--- src/core/fpx_defs.svh ---
`ifndef FPX_DEFS_SVH
`define FPX_DEFS_SVH
// Exception flag and mask bit positions
`define FPX_IE 0
`define FPX_DE 1
`define FPX_ZE 2
`define FPX_OE 3
`define FPX_UFLOW 4
`define FPX_PREC 5
`define FPX_SIMD_MASK_LSB 7
// Register offsets
`define FPX_OFF_STK_STATUS 12'h000
`define FPX_OFF_STK_CTRL 12'h004
`define FPX_OFF_SIMD_CSR 12'h008
`define FPX_OFF_RESULT 12'h00C
// Reset values: all exceptions masked, flags clear
`define FPX_RST_STK_CTRL 32'h0000003F
`define FPX_RST_SIMD_CSR 32'h00001F80
// Smallest normal exponents, unbiased
`define FPX_EMIN_SGL (-126)
`define FPX_EMIN_DBL (-1022)
`define FPX_EMIN_EXT (-16382)
`endif

--- src/core/fpx_pkg.sv ---
package fpx_pkg;
	typedef enum logic [1:0] {FMT_SGL = 2'h0, FMT_DBL = 2'h1,
		FMT_EXT = 2'h2} fpx_fmt_e;
	typedef enum logic [2:0] {ST_IDLE = 3'b001, ST_EVAL = 3'b010,
		ST_DONE = 3'b100} fpx_state_e;
	// Operation report from the datapath
	typedef struct packed {
		logic simd;
		logic mem_dst;
		fpx_fmt_e fmt;
		logic stk_under;
		logic stk_over;
		logic unsup;
		logic snan;
		logic qnan;
		logic inv_other;
		logic div_zero;
		logic denorm;
		logic signed [17:0] rexp;
		logic inexact;
		logic overflow;
	} fpx_op_s;
	// Verdict to the datapath
	typedef struct packed {
		logic [5:0] raised;
		logic write_dst;
		logic biased;
		logic qnan_result;
		logic denorm_result;
		logic handler;
		logic clr_cond1;
	} fpx_res_s;
endpackage

--- src/core/fpx_exc.sv ---
// Decided for this implementation: the register addresses and register access over AXI4-Lite.
`timescale 1ns/1ps
`include "fpx_defs.svh"
module fpx_exc
	import fpx_pkg::*;
(
	// Clock and reset
	input wire logic I_CLK,
	input wire logic I_RST_B,
	// Datapath operation report
	input wire logic I_OP_VALID,
	input wire fpx_op_s I_OP,
	// Verdict and stack condition bit
	output fpx_res_s O_RES,
	output logic O_RES_VALID,
	output logic O_COND1_CLR,
	// AXI4-Lite write channels
	input wire logic [11:0] I_AWADDR,
	input wire logic I_AWVALID,
	output logic O_AWREADY,
	input wire logic [31:0] I_WDATA,
	input wire logic [3:0] I_WSTRB,
	input wire logic I_WVALID,
	output logic O_WREADY,
	output logic [1:0] O_BRESP,
	output logic O_BVALID,
	input wire logic I_BREADY,
	// AXI4-Lite read channels
	input wire logic [11:0] I_ARADDR,
	input wire logic I_ARVALID,
	output logic O_ARREADY,
	output logic [31:0] O_RDATA,
	output logic [1:0] O_RRESP,
	output logic O_RVALID,
	input wire logic I_RREADY
);

	//--------------------------------------------------
	// Mask selection and tiny detection
	//--------------------------------------------------
	fpx_state_e state_q, state_d;
	fpx_op_s op_q;
	logic [31:0] stk_stat_q, stk_ctrl_q, simd_csr_q;
	fpx_res_s res_q;
	logic cond1_q;
	wire [5:0] msk;
	wire [5:0] pre_set, post_set;
	wire tiny, pre_hit, pre_unm, ou_any, ou_unm, uflow_raise, oe_raise;
	wire prec_raise, post_unm, qnan_win, inv_hi, inv_lo;

	// Emin for a format; used for the tiny check only
	function automatic logic signed [17:0] emin(input fpx_fmt_e f);
		case (f)
			FMT_SGL: emin = 18'(`FPX_EMIN_SGL);
			FMT_DBL: emin = 18'(`FPX_EMIN_DBL);
			default: emin = 18'(`FPX_EMIN_EXT);
		endcase
	endfunction

	assign msk = op_q.simd ? simd_csr_q[`FPX_SIMD_MASK_LSB +: 6]
		: stk_ctrl_q[5:0];
	// Rounded exponent from datapath already honours precision control
	assign tiny = op_q.rexp < emin(op_q.fmt);

	//--------------------------------------------------
	// Precedence tree
	//--------------------------------------------------
	// Pre-operation conditions resolved before any result exists
	assign inv_hi = op_q.stk_under | op_q.stk_over | op_q.unsup
		| op_q.snan;
	assign qnan_win = !inv_hi & op_q.qnan;
	assign inv_lo = !inv_hi & !qnan_win & op_q.inv_other;
	assign pre_set[`FPX_IE] = inv_hi | inv_lo;
	assign pre_set[`FPX_ZE] = !inv_hi & !qnan_win & !op_q.inv_other
		& op_q.div_zero;
	assign pre_set[`FPX_DE] = !inv_hi & !qnan_win & !op_q.inv_other
		& !op_q.div_zero & op_q.denorm;
	assign pre_set[`FPX_OE] = 1'b0;
	assign pre_set[`FPX_UFLOW] = 1'b0;
	assign pre_set[`FPX_PREC] = 1'b0;
	assign pre_hit = pre_set[`FPX_IE] | pre_set[`FPX_ZE] | qnan_win;
	assign pre_unm = |(pre_set & ~msk);
	// Post-operation only after masked denormal or no pre fault
	assign oe_raise = op_q.overflow & !pre_hit & !pre_unm;
	assign uflow_raise = !pre_hit & !pre_unm & !op_q.overflow & tiny
		& (!msk[`FPX_UFLOW] | op_q.inexact);
	assign ou_any = oe_raise | uflow_raise;
	assign ou_unm = (oe_raise & !msk[`FPX_OE])
		| (uflow_raise & !msk[`FPX_UFLOW]);
	// Memory store with unmasked over/underflow hides inexact
	assign prec_raise = !pre_hit & !pre_unm & op_q.inexact
		& !(ou_unm & op_q.mem_dst);
	assign post_set = {prec_raise, uflow_raise, oe_raise, 3'b000};
	assign post_unm = ou_unm
		| (prec_raise & !msk[`FPX_PREC]);

	//--------------------------------------------------
	// Sequencer
	//--------------------------------------------------
	always_comb
	begin
		state_d = state_q;
		case (state_q)
			ST_IDLE: if (I_OP_VALID) state_d = ST_EVAL;
			ST_EVAL: state_d = ST_DONE;
			ST_DONE: state_d = ST_IDLE;
			default: state_d = ST_IDLE;
		endcase
	end

	// Capture report, evaluate one cycle later
	always_ff @(posedge I_CLK)
	begin
		if (!I_RST_B)
		begin
			state_q <= ST_IDLE;
			op_q <= '0;
			res_q <= '0;
			cond1_q <= 1'b0;
		end
		else
		begin
			state_q <= state_d;
			if (state_q == ST_IDLE && I_OP_VALID)
				op_q <= I_OP;
			cond1_q <= 1'b0;
			if (state_q == ST_EVAL)
			begin
				res_q.raised <= pre_set | post_set;
				// No write on unmasked pre fault; SIMD none on unmasked post fault
				res_q.write_dst <= !pre_unm
					& !(post_unm & op_q.simd);
				res_q.biased <= ou_unm & !op_q.simd;
				res_q.qnan_result <= qnan_win
					| (pre_set[`FPX_IE] & msk[`FPX_IE]);
				res_q.denorm_result <= tiny & !op_q.overflow
					& msk[`FPX_UFLOW] & !pre_hit;
				res_q.handler <= pre_unm | post_unm;
				res_q.clr_cond1 <= ou_unm & op_q.mem_dst;
				cond1_q <= ou_unm & op_q.mem_dst & !op_q.simd;
			end
		end
	end

	assign O_RES = res_q;
	assign O_RES_VALID = (state_q == ST_DONE);
	assign O_COND1_CLR = cond1_q;

	//--------------------------------------------------
	// AXI4-Lite slave
	//--------------------------------------------------
	logic aw_q, w_q, bv_q, rv_q;
	logic [11:0] awa_q;
	logic [31:0] wd_q, rd_q;
	logic [3:0] ws_q;
	logic [1:0] rr_q, br_q;
	wire wr_go, rd_go, wr_map, rd_map;
	wire [31:0] wmask, rd_mux;
	wire [5:0] new_flags;

	assign wr_go = aw_q & w_q & !bv_q;
	assign rd_go = I_ARVALID & !rv_q;
	assign wmask = {{8{ws_q[3]}}, {8{ws_q[2]}}, {8{ws_q[1]}},
		{8{ws_q[0]}}};
	assign wr_map = awa_q == `FPX_OFF_STK_STATUS
		|| awa_q == `FPX_OFF_STK_CTRL || awa_q == `FPX_OFF_SIMD_CSR;
	assign rd_map = I_ARADDR == `FPX_OFF_STK_STATUS
		|| I_ARADDR == `FPX_OFF_STK_CTRL
		|| I_ARADDR == `FPX_OFF_SIMD_CSR
		|| I_ARADDR == `FPX_OFF_RESULT;
	assign rd_mux = I_ARADDR == `FPX_OFF_STK_STATUS ? stk_stat_q
		: I_ARADDR == `FPX_OFF_STK_CTRL ? stk_ctrl_q
		: I_ARADDR == `FPX_OFF_SIMD_CSR ? simd_csr_q
		: I_ARADDR == `FPX_OFF_RESULT ? 32'(res_q) : 32'h00000000;
	assign new_flags = (state_q == ST_EVAL) ? (pre_set | post_set)
		: 6'h00;
	assign O_AWREADY = !aw_q;
	assign O_WREADY = !w_q;
	assign O_ARREADY = !rv_q;
	assign O_BVALID = bv_q;
	assign O_BRESP = br_q;
	assign O_RVALID = rv_q;
	assign O_RDATA = rd_q;
	assign O_RRESP = rr_q;

	// Address/data latches and responses
	always_ff @(posedge I_CLK)
	begin
		if (!I_RST_B)
		begin
			aw_q <= 1'b0;
			w_q <= 1'b0;
			bv_q <= 1'b0;
			rv_q <= 1'b0;
			awa_q <= 12'h000;
			wd_q <= 32'h00000000;
			ws_q <= 4'h0;
			rd_q <= 32'h00000000;
			rr_q <= 2'h0;
			br_q <= 2'h0;
		end
		else
		begin
			if (I_AWVALID && !aw_q)
			begin
				aw_q <= 1'b1;
				awa_q <= I_AWADDR;
			end
			if (I_WVALID && !w_q)
			begin
				w_q <= 1'b1;
				wd_q <= I_WDATA;
				ws_q <= I_WSTRB;
			end
			if (wr_go)
			begin
				bv_q <= 1'b1;
				br_q <= wr_map ? 2'h0 : 2'h2;
			end
			if (bv_q && I_BREADY)
			begin
				bv_q <= 1'b0;
				aw_q <= 1'b0;
				w_q <= 1'b0;
			end
			if (rd_go)
			begin
				rv_q <= 1'b1;
				rd_q <= rd_mux;
				rr_q <= rd_map ? 2'h0 : 2'h2;
			end
			else if (rv_q && I_RREADY)
				rv_q <= 1'b0;
		end
	end

	// Control and sticky status; a new flag wins over a clear
	always_ff @(posedge I_CLK)
	begin
		if (!I_RST_B)
		begin
			stk_stat_q <= 32'h00000000;
			stk_ctrl_q <= `FPX_RST_STK_CTRL;
			simd_csr_q <= `FPX_RST_SIMD_CSR;
		end
		else
		begin
			if (wr_go && awa_q == `FPX_OFF_STK_STATUS)
				stk_stat_q[5:0] <= (stk_stat_q[5:0] & ~wmask[5:0])
					| (wd_q[5:0] & wmask[5:0]);
			if (wr_go && awa_q == `FPX_OFF_STK_CTRL)
				stk_ctrl_q[5:0] <= (stk_ctrl_q[5:0] & ~wmask[5:0])
					| (wd_q[5:0] & wmask[5:0]);
			if (wr_go && awa_q == `FPX_OFF_SIMD_CSR)
				simd_csr_q[12:0] <= (simd_csr_q[12:0] & ~wmask[12:0])
					| (wd_q[12:0] & wmask[12:0] & 13'h1FBF);
			if (!op_q.simd)
				stk_stat_q[5:0] <= ((wr_go
					&& awa_q == `FPX_OFF_STK_STATUS)
					? ((stk_stat_q[5:0] & ~wmask[5:0])
					| (wd_q[5:0] & wmask[5:0]))
					: stk_stat_q[5:0]) | new_flags;
			else
				simd_csr_q[5:0] <= ((wr_go && awa_q == `FPX_OFF_SIMD_CSR)
					? ((simd_csr_q[5:0] & ~wmask[5:0])
					| (wd_q[5:0] & wmask[5:0]))
					: simd_csr_q[5:0]) | new_flags;
		end
	end

	//--------------------------------------------------
	// Checks
	//--------------------------------------------------
	property p_tiny_exact;
		@(posedge I_CLK) disable iff (!I_RST_B)
		(state_q == ST_EVAL && msk[`FPX_UFLOW] && tiny && !op_q.inexact)
		|=> !O_RES.raised[`FPX_UFLOW];
	endproperty
	a_tiny_exact: assert property (p_tiny_exact)
		else $error("masked exact tiny raised underflow");
	property p_pre_nowrite;
		@(posedge I_CLK) disable iff (!I_RST_B)
		(state_q == ST_EVAL && pre_unm) |=> !O_RES.write_dst
		&& O_RES.handler;
	endproperty
	a_pre_nowrite: assert property (p_pre_nowrite)
		else $error("destination written on pre fault");
	property p_qnan_zero;
		@(posedge I_CLK) disable iff (!I_RST_B)
		(state_q == ST_EVAL && qnan_win) |=> !O_RES.raised[`FPX_ZE];
	endproperty
	a_qnan_zero: assert property (p_qnan_zero)
		else $error("divide by zero raised over quiet NaN");
	property p_mem_inexact;
		@(posedge I_CLK) disable iff (!I_RST_B)
		(state_q == ST_EVAL && ou_unm && op_q.mem_dst)
		|=> !O_RES.raised[`FPX_PREC] && O_RES.clr_cond1;
	endproperty
	a_mem_inexact: assert property (p_mem_inexact)
		else $error("inexact reported on unmasked store fault");
	property p_sticky;
		@(posedge I_CLK) disable iff (!I_RST_B)
		(stk_stat_q[`FPX_PREC] && !(wr_go && awa_q == `FPX_OFF_STK_STATUS))
		|=> stk_stat_q[`FPX_PREC];
	endproperty
	a_sticky: assert property (p_sticky)
		else $error("sticky flag dropped");
	property p_valid_two;
		@(posedge I_CLK) disable iff (!I_RST_B)
		(state_q == ST_IDLE && I_OP_VALID) |=> !O_RES_VALID ##1 O_RES_VALID;
	endproperty
	a_valid_two: assert property (p_valid_two)
		else $error("verdict timing wrong");
	property p_simd_post;
		@(posedge I_CLK) disable iff (!I_RST_B)
		(state_q == ST_EVAL && op_q.simd && ou_unm) |=> !O_RES.write_dst;
	endproperty
	a_simd_post: assert property (p_simd_post)
		else $error("SIMD destination written on post fault");
	property p_inv_wins;
		@(posedge I_CLK) disable iff (!I_RST_B)
		(state_q == ST_EVAL && op_q.snan && op_q.div_zero)
		|=> O_RES.raised[`FPX_IE] && !O_RES.raised[`FPX_ZE];
	endproperty
	a_inv_wins: assert property (p_inv_wins)
		else $error("lower exception not suppressed");
	property p_ou_inexact;
		@(posedge I_CLK) disable iff (!I_RST_B)
		(state_q == ST_EVAL && ou_any && op_q.inexact
		&& !(ou_unm && op_q.mem_dst)) |=> O_RES.raised[`FPX_PREC];
	endproperty
	a_ou_inexact: assert property (p_ou_inexact)
		else $error("inexact lost beside over or underflow");
endmodule

--- config.mk ---
export PLATFORM = sky130hd
export DESIGN_NAME = fpx_exc
export DESIGN_NICKNAME = d
export VERILOG_FILES = /design/src/core/fpx_pkg.sv /design/src/core/fpx_exc.sv
export VERILOG_INCLUDE_DIRS = /design/src /design/src/core
export SDC_FILE = /design/constraint.sdc
export NUM_CORES = 1
export LEC_CHECK = 0
export ABC_AREA = 1
export BUFFER_PORTS_ARGS = -buffer_cell sky130_fd_sc_hd__buf_2
export CAP_MARGIN = 10
export CORE_MARGIN = 8
export CORE_UTILIZATION = 58
export CTS_BUF_LIST = sky130_fd_sc_hd__clkbuf_8
export CTS_CLUSTER_SIZE = 20
export DETAILED_ROUTE_END_ITERATION = 16
export PLACE_DENSITY = 0.88
export SYNTH_ARGS = -nofsm -noshare
export SYNTH_HDL_FRONTEND = slang
export SYNTH_SLANG_ARGS = --single-unit
export TNS_END_PERCENT = 5
--- constraint.sdc ---
create_clock -name I_CLK -period 4.36 [get_ports I_CLK]
set_clock_uncertainty 0.15 [all_clocks]
set_input_delay 0.218 -clock I_CLK [delete_from_list [all_inputs] [get_ports I_CLK]]
set_output_delay 0.218 -clock I_CLK [all_outputs]
set_load 0.05 [all_outputs]
==> results of run 1 <==
## cells in the mapped netlist, types with 5 or more instances
master	instances	area (µm²)
nor2_1	127	477
dfxtp_1	117	2340
nand2_1	90	338
o21ai_0	77	385
inv_1	63	236
a21oi_1	43	215
nand3_1	34	170
clkbuf_1	27	101
buf_4	22	165
o211ai_1	12	90.1
a31oi_1	11	68.8
nand4_1	8	50.1
o221ai_1	8	70.1
inv_2	5	18.8
nand2_2	5	31.3
nor2_2	5	31.3
## metrics by stage
step,utilization (%),hold WS [ps],setup WS (ps)
2_1_floorplan,-,203,2190
3_3_place_gp,65.5,291,1960
3_5_place_dp,65.5,297,1860
4_1_cts,77.3,75.2,1810
5_1_grt,77.4,109,1500
6_report,77.4,82.1,1710
## cell families (layout without fill, tap and decap cells)
family / Yosys count / count (layout) / share of synthesized area, %
flip-flops: 117 / 117 / 44.9
multiplexers: 1 / 1 / 0.216
AO/OA/AOI/OAI: 165 / 165 / 18.0
other: 1 / 22 / 0.0720
AND/OR/NAND/NOR: 294 / 294 / 25.8
adder cells (fa/ha/maj): 3 / 3 / 0.720
buffers and inverters: 120 / 276 / 10.3
## worst paths after layout
check	slack [ps]	from	cells after the start	end
setup / recovery	1710	op_q[29]	14	stk_stat_q[5]
hold / removal	80	I_ARADDR[3]	5	O_RDATA[12]
setup reg to reg	1710	op_q[29]	14	stk_stat_q[5]
hold reg to reg	320	O_RDATA[8]	2	O_RDATA[8]
## per-layer routing
metal | global-route usage, % | share of wire, % | routed length [µm]
met1 | 27.5 | 38 | 6140
met2 | 44.8 | 50 | 8080
met3 | 7.58 | 9.0 | 1470
met4 | 13.2 | 3.4 | 559
met5 | 0 | 0 | 0
## area by class of cell
type                       instances  area share (%)
antenna                            1          0.0371
sequential                       117            34.7
inverter                          69            3.84
timing repair buffer             175            17.7
clock buffer                      24            4.90
multi-input combinational        484            35.7
clock inverter                     8            1.06
tap                              108            2.00
## placed cells by master (no fill, tap or decap), drive strengths merged, types with 4 or more instances in the layout
cell,instances
nand4,10
conb,21
buf,112
a21oi,43
o221ai,8
nor3,8
nand2,95
nor4,5
o211ai,12
dlygate4sd3,63
nor2,135
clkinv,4
clkbuf,24
inv,69
nand3,37
a31oi,11
o21ai,81
dfxtp,117
## where the power goes
group / total [W] / internal (W) / leakage, nW / switching, W
Combinational: 0.000386 / 0.000134 / 1.88 / 0.000252
Sequential: 0.00117 / 0.00113 / 0.959 / 0.0000465
Clock: 0.000991 / 0.000552 / 0.204 / 0.000439
Total: 0.00255 / 0.00181 / 3.04 / 0.000737
## worst max-delay path: cells and delay by family, from the launching register on
family / cells / cell delay (ps)
adder cells (fa/ha/maj): 1 / 300
flip-flops: 1 / 340
AO/OA/AOI/OAI: 3 / 340
AND/OR/NAND/NOR: 10 / 1350
==> results.ini, run 1 <==
[detailed_routing]
vias=5489
routed_wl_um=16200
post_drt_via_cell_ratio=5.57
wire_per_inst_um=16.5
drc=0
dr.pass1.iters=7
antenna_left=0
drtIter0Drc=411

[timing]
tns_ps=0
fmax_ghz=0.377
finalMaxSlewViolations=0
rsz0062_at_grt=false
min_period_ps=2650
finalHoldViolCount=0
relSlewSlack_pct=27.4
period_share_pct=60.8
tightest_slew_ps=1090
setup_viol=0

[logic_synthesis]
yosysWarnings=0
ys.flop_type=dfxtp_1
synth_edf_count=0
avgSynthCellArea_um2=7.43
synthDistinctLibCells=43
synthCells=701
ys_ff_latch=117
seq_area_frac_synth_pct=44.9
syn_area_mm2=0.00521
async_reset_ff_share_pct=0

[clock_tree]
clk_pin_slew_worst_paths_ps=70
clkLatencyLatePin_ps=440
ctsHoldBuffers=63
postCtsSetupRepairBufs=0
cts_sinks=117
cts_resized=0
cts_tree=yes
h-tree-depth=4
tritoncts.num_buffers=17
clockRootBuffer=clkbuf_8
clockBufferDepth=2

[placed_design]
portBuffers=110
placed_area_mm2=0.00571
routabilityCongestion=0.899
place_inst=890
dp_hpwl_um=10100

[finish]
multi_input_area_mm2=0.00241
regArea_mm2=0.00234
drive_above_1_share_pct=20.2
nNetsFinal=967
finalInstanceArea_mm2=0.00675
fill_cells=595
area_growth_pct=29.5
stdcell_count=986

[min_path]
worstHoldPathType=in -> reg

[grt]
antenna_found_initial=1
grt_pass1_wl_um=26100
grt_pass1_vias=5490
grt_max_degree=84
grt.total_usage_pct=25.7
grt_overflow=0

[pwr]
peakVddDrop_uv=242
p_leak_nw=3.04
power_w=0.00255
power.density_mw_per_mm2=378

[floorplanning]
die_w_um=111
core_mm2=0.00872
die_h_um=111
ioPinCount=155
initial_core_util_pct=59.8
rows=34
dieArea_mm2=0.0123

[critical_path]
end_kind=flip-flop
critPathSlowestCell=dfxtp_1
cp.required_ps=4470
crit_chain=or2_2, ha_1, a21oi_1, nor2_1, nor2_1, nand2_1, nand2_1, o21ai_0, nor2_1, nand3_2, nand2_2, nand2_2, nand3_1, a21oi_1
crit_arrival_ps=2760
start_kind=flip-flop
critical-path-max-stage-delay_ps=340
path_max_fanout=5
worstSetupPathType=reg -> reg
cpMostUsedCell=nor2_1

[run]
cap_violations=0

[status]
status=finished clean

No activity file was read; power rests on OpenSTA's default activity.
==> run 2, diff against run 1 <==
Settings changed: CORE_UTILIZATION 58 to 53, PLACE_DENSITY 0.88 to 0.82.
Clock period 4.36 ns to 2.6 ns, I/O delays scaled along.
==> results.ini, run 2 (synthesis gave the netlist of run 1 again) <==
[timing]
min_period_ps=2410  ; -239 ps
period_share_pct=92.7  ; +32 points
finalHoldViolCount=0  ; unchanged
relSlewSlack_pct=53.8  ; +26 points
finalMaxSlewViolations=0  ; unchanged
fmax_ghz=0.415  ; +9.9%
tns_ps=0  ; unchanged
tightest_slew_ps=693  ; -394 ps
rsz0062_at_grt=false
setup_viol=0  ; unchanged

[critical_path]
start_kind=flip-flop
crit_arrival_ps=2560  ; -200 ps
critical-path-max-stage-delay_ps=340  ; about the same
crit_chain=or2_2, ha_1, a21oi_1, nor2_1, nor2_1, nand2_1, nand2_1, o21ai_0, nor2_2, nand3_2, nand2_2, nand2_2, nand3_1, a21oi_1
end_kind=flip-flop
critPathSlowestCell=dfxtp_1
path_max_fanout=5  ; unchanged
worstSetupPathType=reg -> reg
cp.required_ps=2750  ; -1720 ps

[placed_design]
routabilityCongestion=0.921  ; +2.5%
dp_hpwl_um=10500  ; +3.6%
portBuffers=110  ; unchanged

[clock_tree]
cts_sinks=117  ; unchanged
clkLatencyLatePin_ps=430  ; about the same
clk_pin_slew_worst_paths_ps=70  ; about the same
h-tree-depth=4  ; unchanged
cts_tree=yes
clockBufferDepth=2  ; unchanged
tritoncts.num_buffers=17  ; unchanged
clockRootBuffer=clkbuf_8

[min_path]
worstHoldPathType=in -> reg

[floorplanning]
die_h_um=115  ; +3.9%
initial_core_util_pct=54.1  ; -5.7 points
die_w_um=115  ; +3.9%
rows=36  ; +5.9%
core_mm2=0.00964  ; +11%
dieArea_mm2=0.0133  ; +8.0%
ioPinCount=155  ; unchanged

[pwr]
peakVddDrop_uv=391  ; +61%
p_sw_share_pct=27.8  ; -1.1 points
p_sw_w=0.00120  ; +63%
power.density_mw_per_mm2=634  ; +68%
power_w=0.00433  ; +70%
pwr-share-seq_pct=45.3  ; -0.7 points
pwr-share-clk_pct=39.6  ; +0.7 points
combinationalPowerShare_pct=15.1  ; about the same
p_int_w=0.00313  ; +73%
p_leak_nw=3.08  ; +1.2%

[finish]
final_cell_mix=nor2_1 (126), dfxtp_1 (117), buf_2 (110)
area_growth_pct=31.0
utilization_pct=70.8  ; -6.5 points
drive_above_1_share_pct=20.4  ; +0.23 points
fill_cells=744  ; +25%
multi_input_area_mm2=0.00241  ; +0.10%
nNetsFinal=972  ; +0.52%
layout_commonest_cell=nor2_1
diodes=0  ; -1
regArea_mm2=0.00234  ; unchanged

[status]
status=finished clean

[detailed_routing]
post_drt_via_cell_ratio=5.30  ; -4.7%
wire_per_inst_um=15.3  ; -7.4%
routed_wl_um=15500  ; -4.6%
drc=0  ; unchanged
dr.pass1.iters=6  ; -1
drtIter0Drc=337  ; -18%
antenna_left=0  ; unchanged
vias=5384  ; -1.9%

[grt]
grt_max_degree=83  ; -1.2%
grt_overflow=0  ; unchanged
grt.total_usage_pct=23.7  ; -2.1 points
antenna_found_initial=0  ; -1
grt_pass1_wl_um=24900  ; -4.5%
grt_pass1_vias=5358  ; -2.4%

[run]
cap_violations=0  ; unchanged

==> run 2: cell count changes in the layout (fill, tap and decap cells not counted), sizes merged <==
cell,delta
diode,-1
clkinvlp,-1
buf,+4
inv,+2
dlygate4sd3,+1
bufinv,+2
clkinv,+1
clkbuf,-4
==> run 2: metal layers <==
layer  vias to the layer above  share of wire (%)  GRT usage, %
li1                       2621                  -             -
met3                        42                8.7          5.62
met2                       228                 48          40.3
met4                         0                2.4          11.0
met1                      2493                 40          27.5
met5                         -                  0             0
==> run 2: path summary, 6_finish.rpt <==
check / from / to / slack [ps] / cells after the start
min reg2reg: flip-flop / flip-flop / 310 / 2
min: I_ARVALID / O_RDATA[6] / 30 / 4
max: op_q[29] / O_RES[11] / 190 / 14
max reg2reg: op_q[29] / O_RES[11] / 190 / 14
==> run 2: power by group through the flow <==
stage | Sequential [W] | Clock (W) | Combinational (W)
finish | 0.00196 | 0.00172 | 0.000652
global placement | 0.00199 | 0 | 0.000541
floorplan | 0.00202 | 0 | 0.000404
detailed placement | 0.00200 | 0 | 0.000561
CTS | 0.00196 | 0.00173 | 0.000637
global route | 0.00197 | 0.00183 | 0.000716
==> run 2: final cells by class <==
type                            count  area share (%)
Clock buffer                       20            4.03
Clock inverter                     12            2.00
Inverter                           69            3.79
Multi-Input combinational cell    484            35.3
Sequential cell                   117            34.3
Tap cell                          133            2.44
Timing Repair Buffer              180            18.1
==> run 2: what timing repair did <==
item	CTS	global route
hold buffers	64	0
endpoints found under the hold margin	62	0
setup endpoints to repair	0	4
setup buffers	0	0
resized for setup	0	1
==> run 2: critical path, delay by kind of cell (launching register included) <==
kind	cells	cell delay, ps
AND/OR/NAND/NOR	10	1170
AO/OA/AOI/OAI	3	310
flip-flops	1	340
adder cells (fa/ha/maj)	1	300
==> run 2: per-stage QoR <==
step                cell area [µm²]  hold slack (ps)  std cells  worst slack, ps
finish                         6830             31.4       1015              190
global route                   6830             24.4       1015             62.7
CTS                            6830             2.15       1015              156
detailed placement             5770              205        919              173
global placement               5770              202        919              280
floorplan                      5290              115        721              427
==> run 3, diff against run 2 <==
Settings changed: MAX_ROUTING_LAYER set to met4.
==> results.ini, run 3 (synthesis gave the netlist of run 1 again) <==
[grt]
antenna_found_initial=0  ; unchanged
grt_pass1_wl_um=25600  ; +2.9%
grt_pass1_vias=5441  ; +1.5%
grt.total_usage_pct=25.2  ; +1.5 points
grt_max_degree=55  ; -34%
grt_overflow=0  ; unchanged

[floorplanning]
die_h_um=115  ; unchanged
die_w_um=115  ; unchanged
core_mm2=0.00964  ; unchanged
rows=36  ; unchanged
dieArea_mm2=0.0133  ; unchanged
initial_core_util_pct=54.1  ; unchanged
ioPinCount=155  ; unchanged

[finish]
nNetsFinal=972  ; unchanged
drive_above_1_share_pct=20.7  ; +0.25 points
final_cell_mix=nor2_1 (126), dfxtp_1 (117), buf_2 (110)
diodes=0  ; unchanged
fill_cells=769  ; +3.4%
stdcell_count=1014  ; -0.099%
regArea_mm2=0.00234  ; unchanged
multi_input_area_mm2=0.00241  ; unchanged
layout_commonest_cell=nor2_1
area_growth_pct=31.6

[critical_path]
critical-path-max-stage-delay_ps=340  ; about the same
path_max_fanout=5  ; unchanged
worstSetupPathType=reg -> reg
crit_start=op_q[29]
critPathSlowestCell=dfxtp_1
crit_arrival_ps=2640  ; +80 ps
cp.required_ps=2760  ; about the same
r2r_start=op_q[29]
crit_family=simple AND/OR/NAND/NOR gates
crit_chain=or2_2, ha_1, a21oi_1, nor2_1, nor2_1, nand2_1, nand2_1, o21ai_0, nor2_2, nand3_2, nand2_2, nand2_2, nand3_1, a21oi_1
end_kind=flip-flop
start_kind=flip-flop
path_buf_inv=0  ; unchanged

[timing]
fin_ws_ps=127  ; -63.8 ps
relSlewSlack_pct=59.4  ; +5.6 points
tightest_slew_ps=609  ; -84.0 ps
fmax_ghz=0.404  ; -2.6%
rsz0062_at_grt=false
min_period_ps=2470  ; +63.8 ps
tns_ps=0  ; unchanged
period_share_pct=95.1  ; +2.5 points
setup_viol=0  ; unchanged
finalMaxSlewViolations=0  ; unchanged
finalHoldViolCount=0  ; unchanged

[detailed_routing]
post_drt_via_cell_ratio=5.36  ; +1.0%
top_layer_used=met4
wl_met3_um=1340  ; -0.37%
met2_length_um=7560  ; +0.73%
wl_met1_um=6360  ; +1.4%
drtIter0Drc=354  ; +5.0%
drc=0  ; unchanged
routed_wl_um=15900  ; +2.5%
wire_per_inst_um=15.7  ; +2.6%
vias=5433  ; +0.91%
antenna_left=0  ; unchanged
dr.pass1.iters=8  ; +2

[placed_design]
routabilityCongestion=0.976  ; +6.0%
place_inst=919  ; unchanged
portBuffers=110  ; unchanged
dp_hpwl_um=10700  ; +2.0%
dp_slack_ps=148  ; -25.1 ps

[run]
cap_violations=0  ; unchanged

[clock_tree]
clockRootBuffer=clkbuf_8
h-tree-depth=4  ; unchanged
cts_sinks=117  ; unchanged
clockBufferDepth=2  ; unchanged
tritoncts.num_buffers=17  ; unchanged
postCtsSetupRepairBufs=0  ; unchanged
clkLatencyLatePin_ps=440  ; about the same
clk_pin_slew_worst_paths_ps=70  ; about the same
cts_tree=yes

[min_path]
hold_start=I_OP_VALID
worstHoldPathType=in -> reg

[pwr]
power.density_mw_per_mm2=646  ; +1.8%
p_leak_nw=3.08  ; -0.23%
power_w=0.00443  ; +2.3%
peakVddDrop_uv=417  ; +6.8%

[status]
status=finished clean

run 3: worst register-to-register path, stage by stage, from the launching register on:
cell     delay [ps]
dfxtp_1         340
or2_2           350
ha_1            300
a21oi_1         150
nor2_1           50
nor2_1          100
nand2_1          80
nand2_1          80
o21ai_0         100
nor2_2          210
nand3_2         110
nand2_2         100
nand2_2          90
nand3_1          80
a21oi_1          60
run 3: metrics by stage:
stage          utilization, %  hold WS (ps)  instance area (µm²)
4_1_cts                  71.1         0.421                 6860
3_5_place_dp             60.0           207                 5790
2_1_floorplan               -           115                 5290
6_report                 71.2          25.8                 6860
3_3_place_gp             60.0           202                 5790
5_1_grt                  71.2          33.1                 6860
run 3: cell type report:
cell class / instances / share of cell area [%]
flip-flops and latches: 117 / 34.1
inverters: 69 / 3.78
multi-input cells: 484 / 35.2
repair buffers: 180 / 18.2
clock buffers: 18 / 3.61
well taps: 133 / 2.43
clock inverters: 13 / 2.66
run 3: routing by layer:
layer  global-route usage (%)  vias up
li1                         -     2616
met1                     26.7     2514
met2                     41.9      237
met3                     7.46       66
met4                     13.0        0
met5                        -        -
run 3: repair_timing:
| item | in CTS | in global routing |
|---|---|---|
| setup endpoints to repair | 0 | 5 |
| endpoints found under the hold margin | 62 | 0 |
| hold buffers | 64 | 0 |
| resized for setup | 0 | 1 |
run 3: final timing paths:
path	slack (ps)	to	cells after the start
setup reg to reg	130	O_RES[11]	14
hold reg to reg	320	simd_csr_q[6]	2
setup / recovery	130	O_RES[11]	14
hold / removal	30	state_q[1]	3
run 3: report_power, final:
| group | total [W] | internal (W) | leakage (nW) | switching, W |
|---|---|---|---|---|
| registers | 0.00196 | 0.00189 | 0.959 | 0.0000736 |
| clock network | 0.00181 | 0.00106 | 0.207 | 0.000751 |
| logic | 0.000659 | 0.000234 | 1.91 | 0.000425 |
